[src/hdl/cgwp_defs.svh]
// Register offsets, bit positions, masks and reset values of the clock guard.
// Assumes an 8-bit register in the low lane of each 32-bit APB word.
`ifndef CGWP_DEFS_SVH
`define CGWP_DEFS_SVH

// Byte offsets on the APB
`define CGWP_OFF_PROT 8'h00
`define CGWP_OFF_PM2 8'h04
`define CGWP_OFF_CM0 8'h08
`define CGWP_OFF_CM1 8'h0C
`define CGWP_OFF_CM2 8'h10
`define CGWP_OFF_PLL 8'h14
`define CGWP_OFF_PCLK 8'h18
`define CGWP_OFF_PM0 8'h1C
`define CGWP_OFF_PD9 8'h20
`define CGWP_OFF_VOLTAGE_DET_CTRL2 8'h24

// Protect bits in write_protect_reg
`define CGWP_PRC_CLK 0
`define CGWP_PRC_PM 1
`define CGWP_PRC_PORT 2
`define CGWP_PRC_VOLT 3

// Bit positions in the clock registers
`define CGWP_PM2_LOCK 1
`define CGWP_CM0_WAITOFF 2
`define CGWP_CM0_MAINSTOP 5
`define CGWP_CM0_SUBSEL 7
`define CGWP_CM1_STOPMODE 0
`define CGWP_CM1_PLLSEL 1
`define CGWP_CM2_DETEN 0
`define CGWP_CM2_RINGSEL 1
`define CGWP_CM2_DETFLAG 2
`define CGWP_CM2_STOPPED 3
`define CGWP_CM2_ACTSEL 7
`define CGWP_PLL_EN 7

// Bits frozen by the clock lock, and software-writable bits of osc_detect_ctrl
`define CGWP_CM0_LOCKMASK 8'hA4
`define CGWP_CM1_LOCKMASK 8'h03
`define CGWP_CM2_LOCKMASK 8'h01
`define CGWP_PLL_LOCKMASK 8'hFF
`define CGWP_CM2_SWMASK 8'h83

// Reset values
`define CGWP_RST_PROT 4'h0
`define CGWP_RST_CM0 8'h00
`define CGWP_RST_CM1 8'h00
`define CGWP_RST_CM2 8'h00
`define CGWP_RST_PLL 8'h00
`define CGWP_RST_REG 8'h00

`endif

[src/hdl/cgwp_pkg.sv]
// Types of the clock guard and write protect block.
// Used by the top module only; constants live in cgwp_defs.svh.
package cgwp_pkg;

  // CPU clock source, one-hot
  typedef enum logic [3:0] {
    CGWP_SRC_MAIN = 4'h1,
    CGWP_SRC_PLL = 4'h2,
    CGWP_SRC_RING = 4'h4,
    CGWP_SRC_SUB = 4'h8
  } cgwp_src_t;

endpackage

[src/hdl/cgwp_sync2.sv]
// Two-flop synchroniser for one asynchronous level.
// Assumes the input may change at any time relative to clk.
`timescale 1ns/10ps
module cgwp_sync2 (
  // Clock and reset
  input wire logic clk,
  input wire logic rstn,
  // Level in and out
  input wire logic din,
  output logic dout
);
  logic meta_ff;

  // Only the second flop reads the first; reset to the running level of the
  // status pin, so the edge detector sees no false stop right after reset
  always_ff @(posedge clk) begin
    if (!rstn) begin
      meta_ff <= 1'b1;
      dout <= 1'b1;
    end else begin
      meta_ff <= din;
      dout <= meta_ff;
    end
  end
endmodule // cgwp_sync2

[src/hdl/cgwp_osc_watch.sv]
// Turns the synchronised main-oscillator status into stop and restart pulses.
// Assumes runSync is already in the ref_clk domain.
`timescale 1ns/10ps
module cgwp_osc_watch (
  // Clock and reset
  input wire logic clk,
  input wire logic rstn,
  // Synchronised oscillator status
  input wire logic runSync,
  // One-cycle events
  output logic stopEvt,
  output logic reoscEvt
);
  logic run_ff;

  // Previous status; oscillator taken as running at reset
  always_ff @(posedge clk) begin
    if (!rstn) begin
      run_ff <= 1'b1;
    end else begin
      run_ff <= runSync;
    end
  end

  // Edge pulses
  assign stopEvt = run_ff & ~runSync;
  assign reoscEvt = ~run_ff & runSync;
endmodule // cgwp_osc_watch

[src/hdl/cgwp_clock_guard.sv]
// Clock guard and write protect: clock lock, oscillation stop detection,
// protect register, all reached over an APB slave.
// Assumes one 100 MHz clock, synchronous reset and an asynchronous
// oscillator-status pin that is high while the main clock oscillates.
`timescale 1ns/10ps
`include "cgwp_defs.svh"
module cgwp_clock_guard
  import cgwp_pkg::*;
(
  // Clock and reset
  input wire logic ref_clk,
  input wire logic rstn,
  // APB slave
  input wire logic psel,
  input wire logic penable,
  input wire logic pwrite,
  input wire logic [7:0] paddr,
  input wire logic [31:0] pwdata,
  input wire logic [3:0] pstrb,
  output logic [31:0] prdata,
  output logic pready,
  output logic pslverr,
  // Oscillator status pin and watchdog request
  input wire logic mainOscRun,
  input wire logic wdtIrq,
  // Interrupt and halt
  output logic detectIrq,
  output logic sharedVecIrq,
  output logic oscStopHalt,
  // Clock selection
  output logic [3:0] cpuClkSel,
  output logic periphOnRing,
  output logic ringOscRun,
  output logic waitPeriphOff,
  output logic mainClkStop,
  output logic stopModeReq,
  output logic pllEnable
);

  // Register state
  logic [3:0] protect_ff;
  logic [7:0] procMode2_ff;
  logic [7:0] clkCtrl0_ff;
  logic [7:0] clkCtrl1_ff;
  logic [7:0] detCtrl_ff;
  logic [7:0] pllCtrl_ff;
  logic [7:0] periphClk_ff;
  logic [7:0] procMode0_ff;
  logic [7:0] portDir9_ff;
  logic [7:0] voltDet2_ff;
  logic halt_ff;
  logic periphRing_ff;
  logic irq_ff;
  logic [31:0] rdata_ff;
  logic [7:0] nxt_detCtrl;
  logic [7:0] rdByte;
  logic rdHit;

  // Bus and event terms
  logic wrEn;
  logic locked;
  logic detEn;
  logic actIrq;
  logic flagSet;
  logic runSync;
  logic stopEvt;
  logic reoscEvt;
  logic stopHit;
  logic reoscHit;
  cgwp_src_t cpuSrc;

  // Oscillator status crosses in through two flops
  cgwp_sync2 u_sync (
    .clk(ref_clk),
    .rstn(rstn),
    .din(mainOscRun),
    .dout(runSync)
  );

  // Edge events on the main oscillator status
  cgwp_osc_watch u_watch (
    .clk(ref_clk),
    .rstn(rstn),
    .runSync(runSync),
    .stopEvt(stopEvt),
    .reoscEvt(reoscEvt)
  );

  // Write taken at the access edge, low byte lane only
  assign wrEn = psel & penable & pwrite & pstrb[0];
  assign locked = procMode2_ff[`CGWP_PM2_LOCK];
  assign detEn = detCtrl_ff[`CGWP_CM2_DETEN];
  assign actIrq = detCtrl_ff[`CGWP_CM2_ACTSEL];
  assign flagSet = detCtrl_ff[`CGWP_CM2_DETFLAG];

  // Events pass only while the detect flag is clear
  assign stopHit = stopEvt & detEn & actIrq & ~flagSet;
  assign reoscHit = reoscEvt & detEn & actIrq & ~flagSet;

  // CPU source from the selection bits
  always_comb begin
    if (clkCtrl0_ff[`CGWP_CM0_SUBSEL]) begin
      cpuSrc = CGWP_SRC_SUB;
    end else if (detCtrl_ff[`CGWP_CM2_RINGSEL]) begin
      cpuSrc = CGWP_SRC_RING;
    end else if (clkCtrl1_ff[`CGWP_CM1_PLLSEL]) begin
      cpuSrc = CGWP_SRC_PLL;
    end else begin
      cpuSrc = CGWP_SRC_MAIN;
    end
  end

  // Protect register
  always_ff @(posedge ref_clk) begin
    if (!rstn) begin
      protect_ff <= `CGWP_RST_PROT;
    end else if (wrEn && paddr == `CGWP_OFF_PROT) begin
      protect_ff <= pwdata[3:0];
    end else if (wrEn) begin
      protect_ff[`CGWP_PRC_PORT] <= 1'b0;
    end
  end

  // Mode group registers; the lock bit only ever sets
  always_ff @(posedge ref_clk) begin
    if (!rstn) begin
      procMode2_ff <= `CGWP_RST_REG;
      procMode0_ff <= `CGWP_RST_REG;
    end else if (wrEn && protect_ff[`CGWP_PRC_PM]) begin
      if (paddr == `CGWP_OFF_PM2) begin
        procMode2_ff <= pwdata[7:0] | (procMode2_ff & 8'h02);
      end
      if (paddr == `CGWP_OFF_PM0) begin
        procMode0_ff <= pwdata[7:0];
      end
    end
  end

  // Clock control 0, 1 and PLL
  always_ff @(posedge ref_clk) begin
    if (!rstn) begin
      clkCtrl0_ff <= `CGWP_RST_CM0;
      clkCtrl1_ff <= `CGWP_RST_CM1;
      pllCtrl_ff <= `CGWP_RST_PLL;
      periphClk_ff <= `CGWP_RST_REG;
    end else if (wrEn && protect_ff[`CGWP_PRC_CLK]) begin
      if (paddr == `CGWP_OFF_CM0) begin
        clkCtrl0_ff <= locked ?
          ((clkCtrl0_ff & `CGWP_CM0_LOCKMASK) | (pwdata[7:0] & ~`CGWP_CM0_LOCKMASK)) :
          pwdata[7:0];
      end
      if (paddr == `CGWP_OFF_CM1) begin
        clkCtrl1_ff <= locked ?
          ((clkCtrl1_ff & `CGWP_CM1_LOCKMASK) | (pwdata[7:0] & ~`CGWP_CM1_LOCKMASK)) :
          pwdata[7:0];
      end
      if (paddr == `CGWP_OFF_PLL && !locked) begin
        pllCtrl_ff <= pwdata[7:0];
      end
      if (paddr == `CGWP_OFF_PCLK) begin
        periphClk_ff <= pwdata[7:0];
      end
    end
  end

  // Next value of osc_detect_ctrl: software first, hardware events win
  always_comb begin
    nxt_detCtrl = detCtrl_ff;
    if (wrEn && protect_ff[`CGWP_PRC_CLK] && paddr == `CGWP_OFF_CM2) begin
      nxt_detCtrl = (detCtrl_ff & ~`CGWP_CM2_SWMASK) | (pwdata[7:0] & `CGWP_CM2_SWMASK);
      if (locked) begin
        nxt_detCtrl[`CGWP_CM2_DETEN] = detCtrl_ff[`CGWP_CM2_DETEN];
      end
      // Software may only clear the detect flag
      nxt_detCtrl[`CGWP_CM2_DETFLAG] = flagSet & pwdata[`CGWP_CM2_DETFLAG];
    end
    if (stopHit) begin
      nxt_detCtrl[`CGWP_CM2_DETFLAG] = 1'b1;
      nxt_detCtrl[`CGWP_CM2_STOPPED] = 1'b1;
      if (cpuSrc == CGWP_SRC_MAIN) begin
        nxt_detCtrl[`CGWP_CM2_RINGSEL] = 1'b1;
      end
    end
    if (reoscHit) begin
      nxt_detCtrl[`CGWP_CM2_DETFLAG] = 1'b1;
      nxt_detCtrl[`CGWP_CM2_STOPPED] = 1'b0;
    end
  end

  // osc_detect_ctrl register
  always_ff @(posedge ref_clk) begin
    if (!rstn) begin
      detCtrl_ff <= `CGWP_RST_CM2;
    end else begin
      detCtrl_ff <= nxt_detCtrl;
    end
  end

  // Peripheral clocks on ring after a low speed stop
  always_ff @(posedge ref_clk) begin
    if (!rstn) begin
      periphRing_ff <= 1'b0;
    end else if (stopHit && cpuSrc == CGWP_SRC_SUB) begin
      periphRing_ff <= 1'b1;
    end else if (runSync && wrEn && protect_ff[`CGWP_PRC_CLK] &&
                 paddr == `CGWP_OFF_CM2 && !pwdata[`CGWP_CM2_RINGSEL]) begin
      periphRing_ff <= 1'b0;
    end
  end

  // Detection interrupt pulse
  always_ff @(posedge ref_clk) begin
    if (!rstn) begin
      irq_ff <= 1'b0;
    end else begin
      irq_ff <= stopHit | reoscHit;
    end
  end

  // Halt after a stop in reset mode; only rstn ends it
  always_ff @(posedge ref_clk) begin
    if (!rstn) begin
      halt_ff <= 1'b0;
    end else if (stopEvt && detEn && !actIrq) begin
      halt_ff <= 1'b1;
    end
  end

  // Port and voltage group registers
  always_ff @(posedge ref_clk) begin
    if (!rstn) begin
      portDir9_ff <= `CGWP_RST_REG;
      voltDet2_ff <= `CGWP_RST_REG;
    end else if (wrEn) begin
      if (paddr == `CGWP_OFF_PD9 && protect_ff[`CGWP_PRC_PORT]) begin
        portDir9_ff <= pwdata[7:0];
      end
      if (paddr == `CGWP_OFF_VOLTAGE_DET_CTRL2 && protect_ff[`CGWP_PRC_VOLT]) begin
        voltDet2_ff <= pwdata[7:0];
      end
    end
  end

  // Read decode
  always_comb begin
    rdHit = 1'b1;
    rdByte = 8'h00;
    unique case (paddr)
      `CGWP_OFF_PROT: rdByte = {4'h0, protect_ff};
      `CGWP_OFF_PM2: rdByte = procMode2_ff;
      `CGWP_OFF_CM0: rdByte = clkCtrl0_ff;
      `CGWP_OFF_CM1: rdByte = clkCtrl1_ff;
      `CGWP_OFF_CM2: rdByte = detCtrl_ff;
      `CGWP_OFF_PLL: rdByte = pllCtrl_ff;
      `CGWP_OFF_PCLK: rdByte = periphClk_ff;
      `CGWP_OFF_PM0: rdByte = procMode0_ff;
      `CGWP_OFF_PD9: rdByte = portDir9_ff;
      `CGWP_OFF_VOLTAGE_DET_CTRL2: rdByte = voltDet2_ff;
      default: rdHit = 1'b0;
    endcase
  end

  // Read data captured in the setup cycle
  always_ff @(posedge ref_clk) begin
    if (!rstn) begin
      rdata_ff <= 32'h0000_0000;
    end else if (psel && !penable) begin
      rdata_ff <= {24'h00_0000, rdByte};
    end
  end

  // APB answer: no wait states, error on unmapped address
  assign prdata = rdata_ff;
  assign pready = psel & penable;
  assign pslverr = psel & penable & ~rdHit;

  // Outputs
  assign detectIrq = irq_ff;
  assign sharedVecIrq = irq_ff | wdtIrq;
  assign oscStopHalt = halt_ff;
  assign cpuClkSel = cpuSrc;
  assign periphOnRing = periphRing_ff | detCtrl_ff[`CGWP_CM2_RINGSEL];
  assign ringOscRun = periphOnRing;
  assign waitPeriphOff = clkCtrl0_ff[`CGWP_CM0_WAITOFF];
  assign mainClkStop = clkCtrl0_ff[`CGWP_CM0_MAINSTOP];
  assign stopModeReq = clkCtrl1_ff[`CGWP_CM1_STOPMODE];
  assign pllEnable = pllCtrl_ff[`CGWP_PLL_EN];
endmodule // cgwp_clock_guard

[config.mk]
export PLATFORM = sky130hd
export DESIGN_NAME = cgwp_clock_guard
export DESIGN_NICKNAME = d
export VERILOG_FILES = /design/src/hdl/cgwp_pkg.sv /design/src/hdl/cgwp_sync2.sv /design/src/hdl/cgwp_osc_watch.sv /design/src/hdl/cgwp_clock_guard.sv
export VERILOG_INCLUDE_DIRS = /design/src /design/src/hdl
export SDC_FILE = /design/constraint.sdc
export NUM_CORES = 1
export LEC_CHECK = 0
export BUFFER_PORTS_ARGS = -buffer_cell sky130_fd_sc_hd__buf_2
export CORE_MARGIN = 2
export CORE_UTILIZATION = 59
export CTS_CLUSTER_DIAMETER = 60
export DETAILED_ROUTE_END_ITERATION = 10
export PLACE_DENSITY = 0.86
export SYNTH_ARGS = -nofsm -noshare
export SYNTH_HDL_FRONTEND = slang
export SYNTH_SLANG_ARGS = --single-unit
[constraint.sdc]
create_clock -name ref_clk -period 2.94 [get_ports ref_clk]
set_input_delay 0.441 -clock ref_clk [delete_from_list [all_inputs] [get_ports ref_clk]]
set_output_delay 0.441 -clock ref_clk [all_outputs]
set_load 0.005 [all_outputs]
==> results.py <==
metrics = {
    "run_status": {
        "status": "completed",
    },
    "timing": {
        "setup_ws_ns": 0.954,
        "hold_ws_ns": 0.264,
        "final.period_utilization_pct": 67.6,
        "fmax_mhz": 503,
        "rsz0062_at_grt": "no",
        "slew_viol_final": 0,
        "worst_slew_pin_slew_ns": 0.766,
        "final.setup_skew_ns": 0.0105,
        "fin_crit_ns": 1.99,
        "hold_violations": 0,
        "relSlewSlack_pct": 48.9,
        "finalSetupTns_ns": 0,
        "setup_viol": 0,
    },
    "cts": {
        "clk_pin_slew_ns": 0.08,
        "cts_resized": 0,
        "cts_buffers": 9,
        "cts.sinks": 87,
        "cts_tree": "built",
        "clockBufferDepth": 2,
        "post_cts.repair.setup_buffers": 0,
        "worstSkewPairLatency_ns": 0.36,
        "cts_root_buf": "clkbuf_8",
        "htreeDepth": 3,
        "holdBufCountCts": 0,
    },
    "layout": {
        "multiInputGateArea_um2": 2480,
        "diodes": 0,
        "utilization_pct": 66.4,
        "fin_area_um2": 4840,
        "syn_to_final_growth_pct": 7.98,
        "ff_latch_area_um2": 1740,
        "nFillCells": 613,
        "fin_cells": 617,
        "drive_gt1_share_pct": 18.3,
        "finalNetCount": 565,
    },
    "synthesis": {
        "synthArstFlopShare_pct": 0,
        "synth_top_family_by_area": "simple AND/OR/NAND/NOR gates",
        "syn_avg_cell_area_um2": 9.26,
        "synthSimpleGateAreaFrac_pct": 26.0,
        "synth_xor_area_share_pct": 0.195,
        "synth.distinct_cells": 61,
        "synthAdderAreaFrac_pct": 0,
        "synth_compound_area_share_pct": 9.49,
        "synth_ff_type": "dfxtp_1",
        "syn-cell-area_um2": 4480,
        "synth_edf_count": 0,
        "yosys_warnings": 0,
        "ys_seq_area_share_pct": 38.9,
        "synth_cells": 484,
        "muxShareOfSynthArea_pct": 17.6,
        "ys_ff_latch": 87,
    },
    "worst_hold_path": {
        "hold_class": "in2reg",
    },
    "route": {
        "totalWireLength_um": 11100,
        "antenna_left": 0,
        "drt-initial-drc-count": 323,
        "routedWlPerCell_um": 18.1,
        "via_count": 3664,
        "viasPerCell": 5.94,
        "drt-pass1-iter-count": 5,
        "drc": 0,
    },
    "power": {
        "peakVddDrop_mv": 0.286,
        "p_leak_nw": 2.16,
        "cellPowerDensity_nw_per_um2": 448,
        "power_mw": 2.17,
    },
    "grt": {
        "overflow": 0,
        "grt_max_degree": 52,
        "grtUsageTotal_pct": 27.4,
        "grt_pass1_wl_um": 17900,
        "antenna_found_initial": 0,
        "grt_pass1_vias": 3427,
    },
    "worst_setup_path": {
        "worst_ep_required_time_ns": 3.16,
        "cp.arrival_ns": 2.20,
        "path_max_fanout": 21,
        "end_kind": "flop",
        "crit_path_start_kind": "input port",
        "critical_path_class": "in2reg",
    },
    "floorplanning": {
        "die_w_um": 91.2,
        "die-height_um": 91.2,
        "core_area_um2": 7290,
        "io_pins": 98,
        "die-area_um2": 8310,
        "fp-row-count": 31,
        "start_util_pct": 61.5,
    },
    "placement": {
        "pre_cts_slack_ns": 0.653,
        "place_area_um2": 4640,
        "port_buffers": 46,
        "hpwl_um": 7880,
        "routabilityCongestion": 0.949,
        "place_inst": 602,
    },
    "job": {
        "max_cap_violations": 0,
    },
}
[synth_stat cells, drive strengths merged, types with 2 or more instances]
master	n	area share (%)
o22ai	5	0.70
nand2	45	3.8
o2bb2ai	2	0.39
nor2	31	2.7
o32ai	2	0.39
a21o	2	0.33
nand3b	5	1.2
nor4b	3	1.4
and4b	2	0.45
and3	9	1.3
dfxtp	87	39
o211ai	2	0.33
o21ai	13	1.5
or2	2	0.28
nor4	3	0.89
nor3b	4	0.67
nor2b	43	6.0
mux2	6	1.5
o21a	2	0.33
a22oi	8	1.3
nand4	3	0.89
a21oi	19	2.1
inv	4	0.33
clkbuf	19	1.6
nor3	9	1.7
buf	38	5.8
a211oi	4	0.67
or3	2	0.39
nand3	17	2.7
a31oi	2	0.28
mux2i	72	16
nand2b	5	0.75
and2	3	0.42
[final timing paths]
check,slack (ns),endpoint,cells past startpoint,startpoint
setup reg to reg,1.25,prdata[1]$_SDFFE_PN0P_,4,clkCtrl1_ff[1]$_SDFFE_PN0P_
hold / removal,0.26,u_sync.meta_ff$_SDFF_PN1_,2,mainOscRun
hold reg to reg,0.42,u_sync.dout$_SDFF_PN1_,1,u_sync.meta_ff$_SDFF_PN1_
setup / recovery,0.95,prdata[1]$_SDFFE_PN0P_,6,paddr[3]
[final cells by class]
type / count / area share, %
flip-flops and latches: 87 / 36.0
well taps: 99 / 2.56
multi-input cells: 359 / 51.2
repair buffers: 53 / 5.84
clock buffers: 12 / 3.21
inverters: 4 / 0.310
clock inverters: 3 / 0.879
[worst max-delay path: stages]
cell and delay [ns]:
buf_2 0.38, nor2b_1 0.19, a22oi_1 0.24, o22ai_1 0.12, a2111oi_0 0.67, o21ai_0 0.15
[kinds of logic (layout without fill, tap and decap cells)]
group / Yosys count / count (layout)
compound gates: 67 / 67
xor+xnor: 1 / 1
buf+inv: 61 / 72
flops: 87 / 87
mux: 78 / 78
other cells: 1 / 24
simple gates: 189 / 189
[metal layers]
metal  track usage (%)  share of wire, %  vias up  routed length (um)
met3              7.30               9.8       27                1090
li1                  -                 -     1704                   -
met5                 0                 0        -                   0
met1              37.2                43     1739                4750
met4              9.72               2.3        0                 252
met2              42.2                45      194                5050
[where the power goes]
| part | internal [mW] | leakage (nW) | total, mW | switching [mW] |
|---|---|---|---|---|
| combinational | 0.0465 | 1.36 | 0.153 | 0.106 |
| sequential | 1.18 | 0.701 | 1.18 | 0.000917 |
| clock | 0.433 | 0.0985 | 0.838 | 0.404 |
[state kept, by name, summed over array words and instances, names as in the netlist]
register and flops:
clkCtrl0_ff 8, clkCtrl1_ff 8, periphClk_ff 8, pllCtrl_ff 8, portDir9_ff 8, prdata 8
procMode0_ff 8, procMode2_ff 8, voltDet2_ff 8, detCtrl_ff 5, protect_ff 4, detectIrq 1
oscStopHalt 1, periphRing_ff 1, u_sync.dout 1, u_sync.meta_ff 1, u_watch.run_ff 1
[cells in the final DEF, fill, tap and decap left out, drive strengths merged, types with 3 or more instances in the layout]
cell type,Yosys,routed
conb,1,24
buf,38,53
nor2b,43,43
and2,3,3
nor4,3,3
nand4,3,3
mux2i,72,72
dfxtp,87,87
a22oi,8,8
a21oi,19,19
a211oi,4,4
inv,4,4
nand3b,5,5
nand3,17,17
nand2,45,45
clkbuf,19,12
and3,9,9
nor3,9,9
mux2,6,6
nand2b,5,5
o22ai,5,5
o21ai,13,13
nor4b,3,3
nor2,31,31
nor3b,4,4
Power figures use the tool's default switching activity.
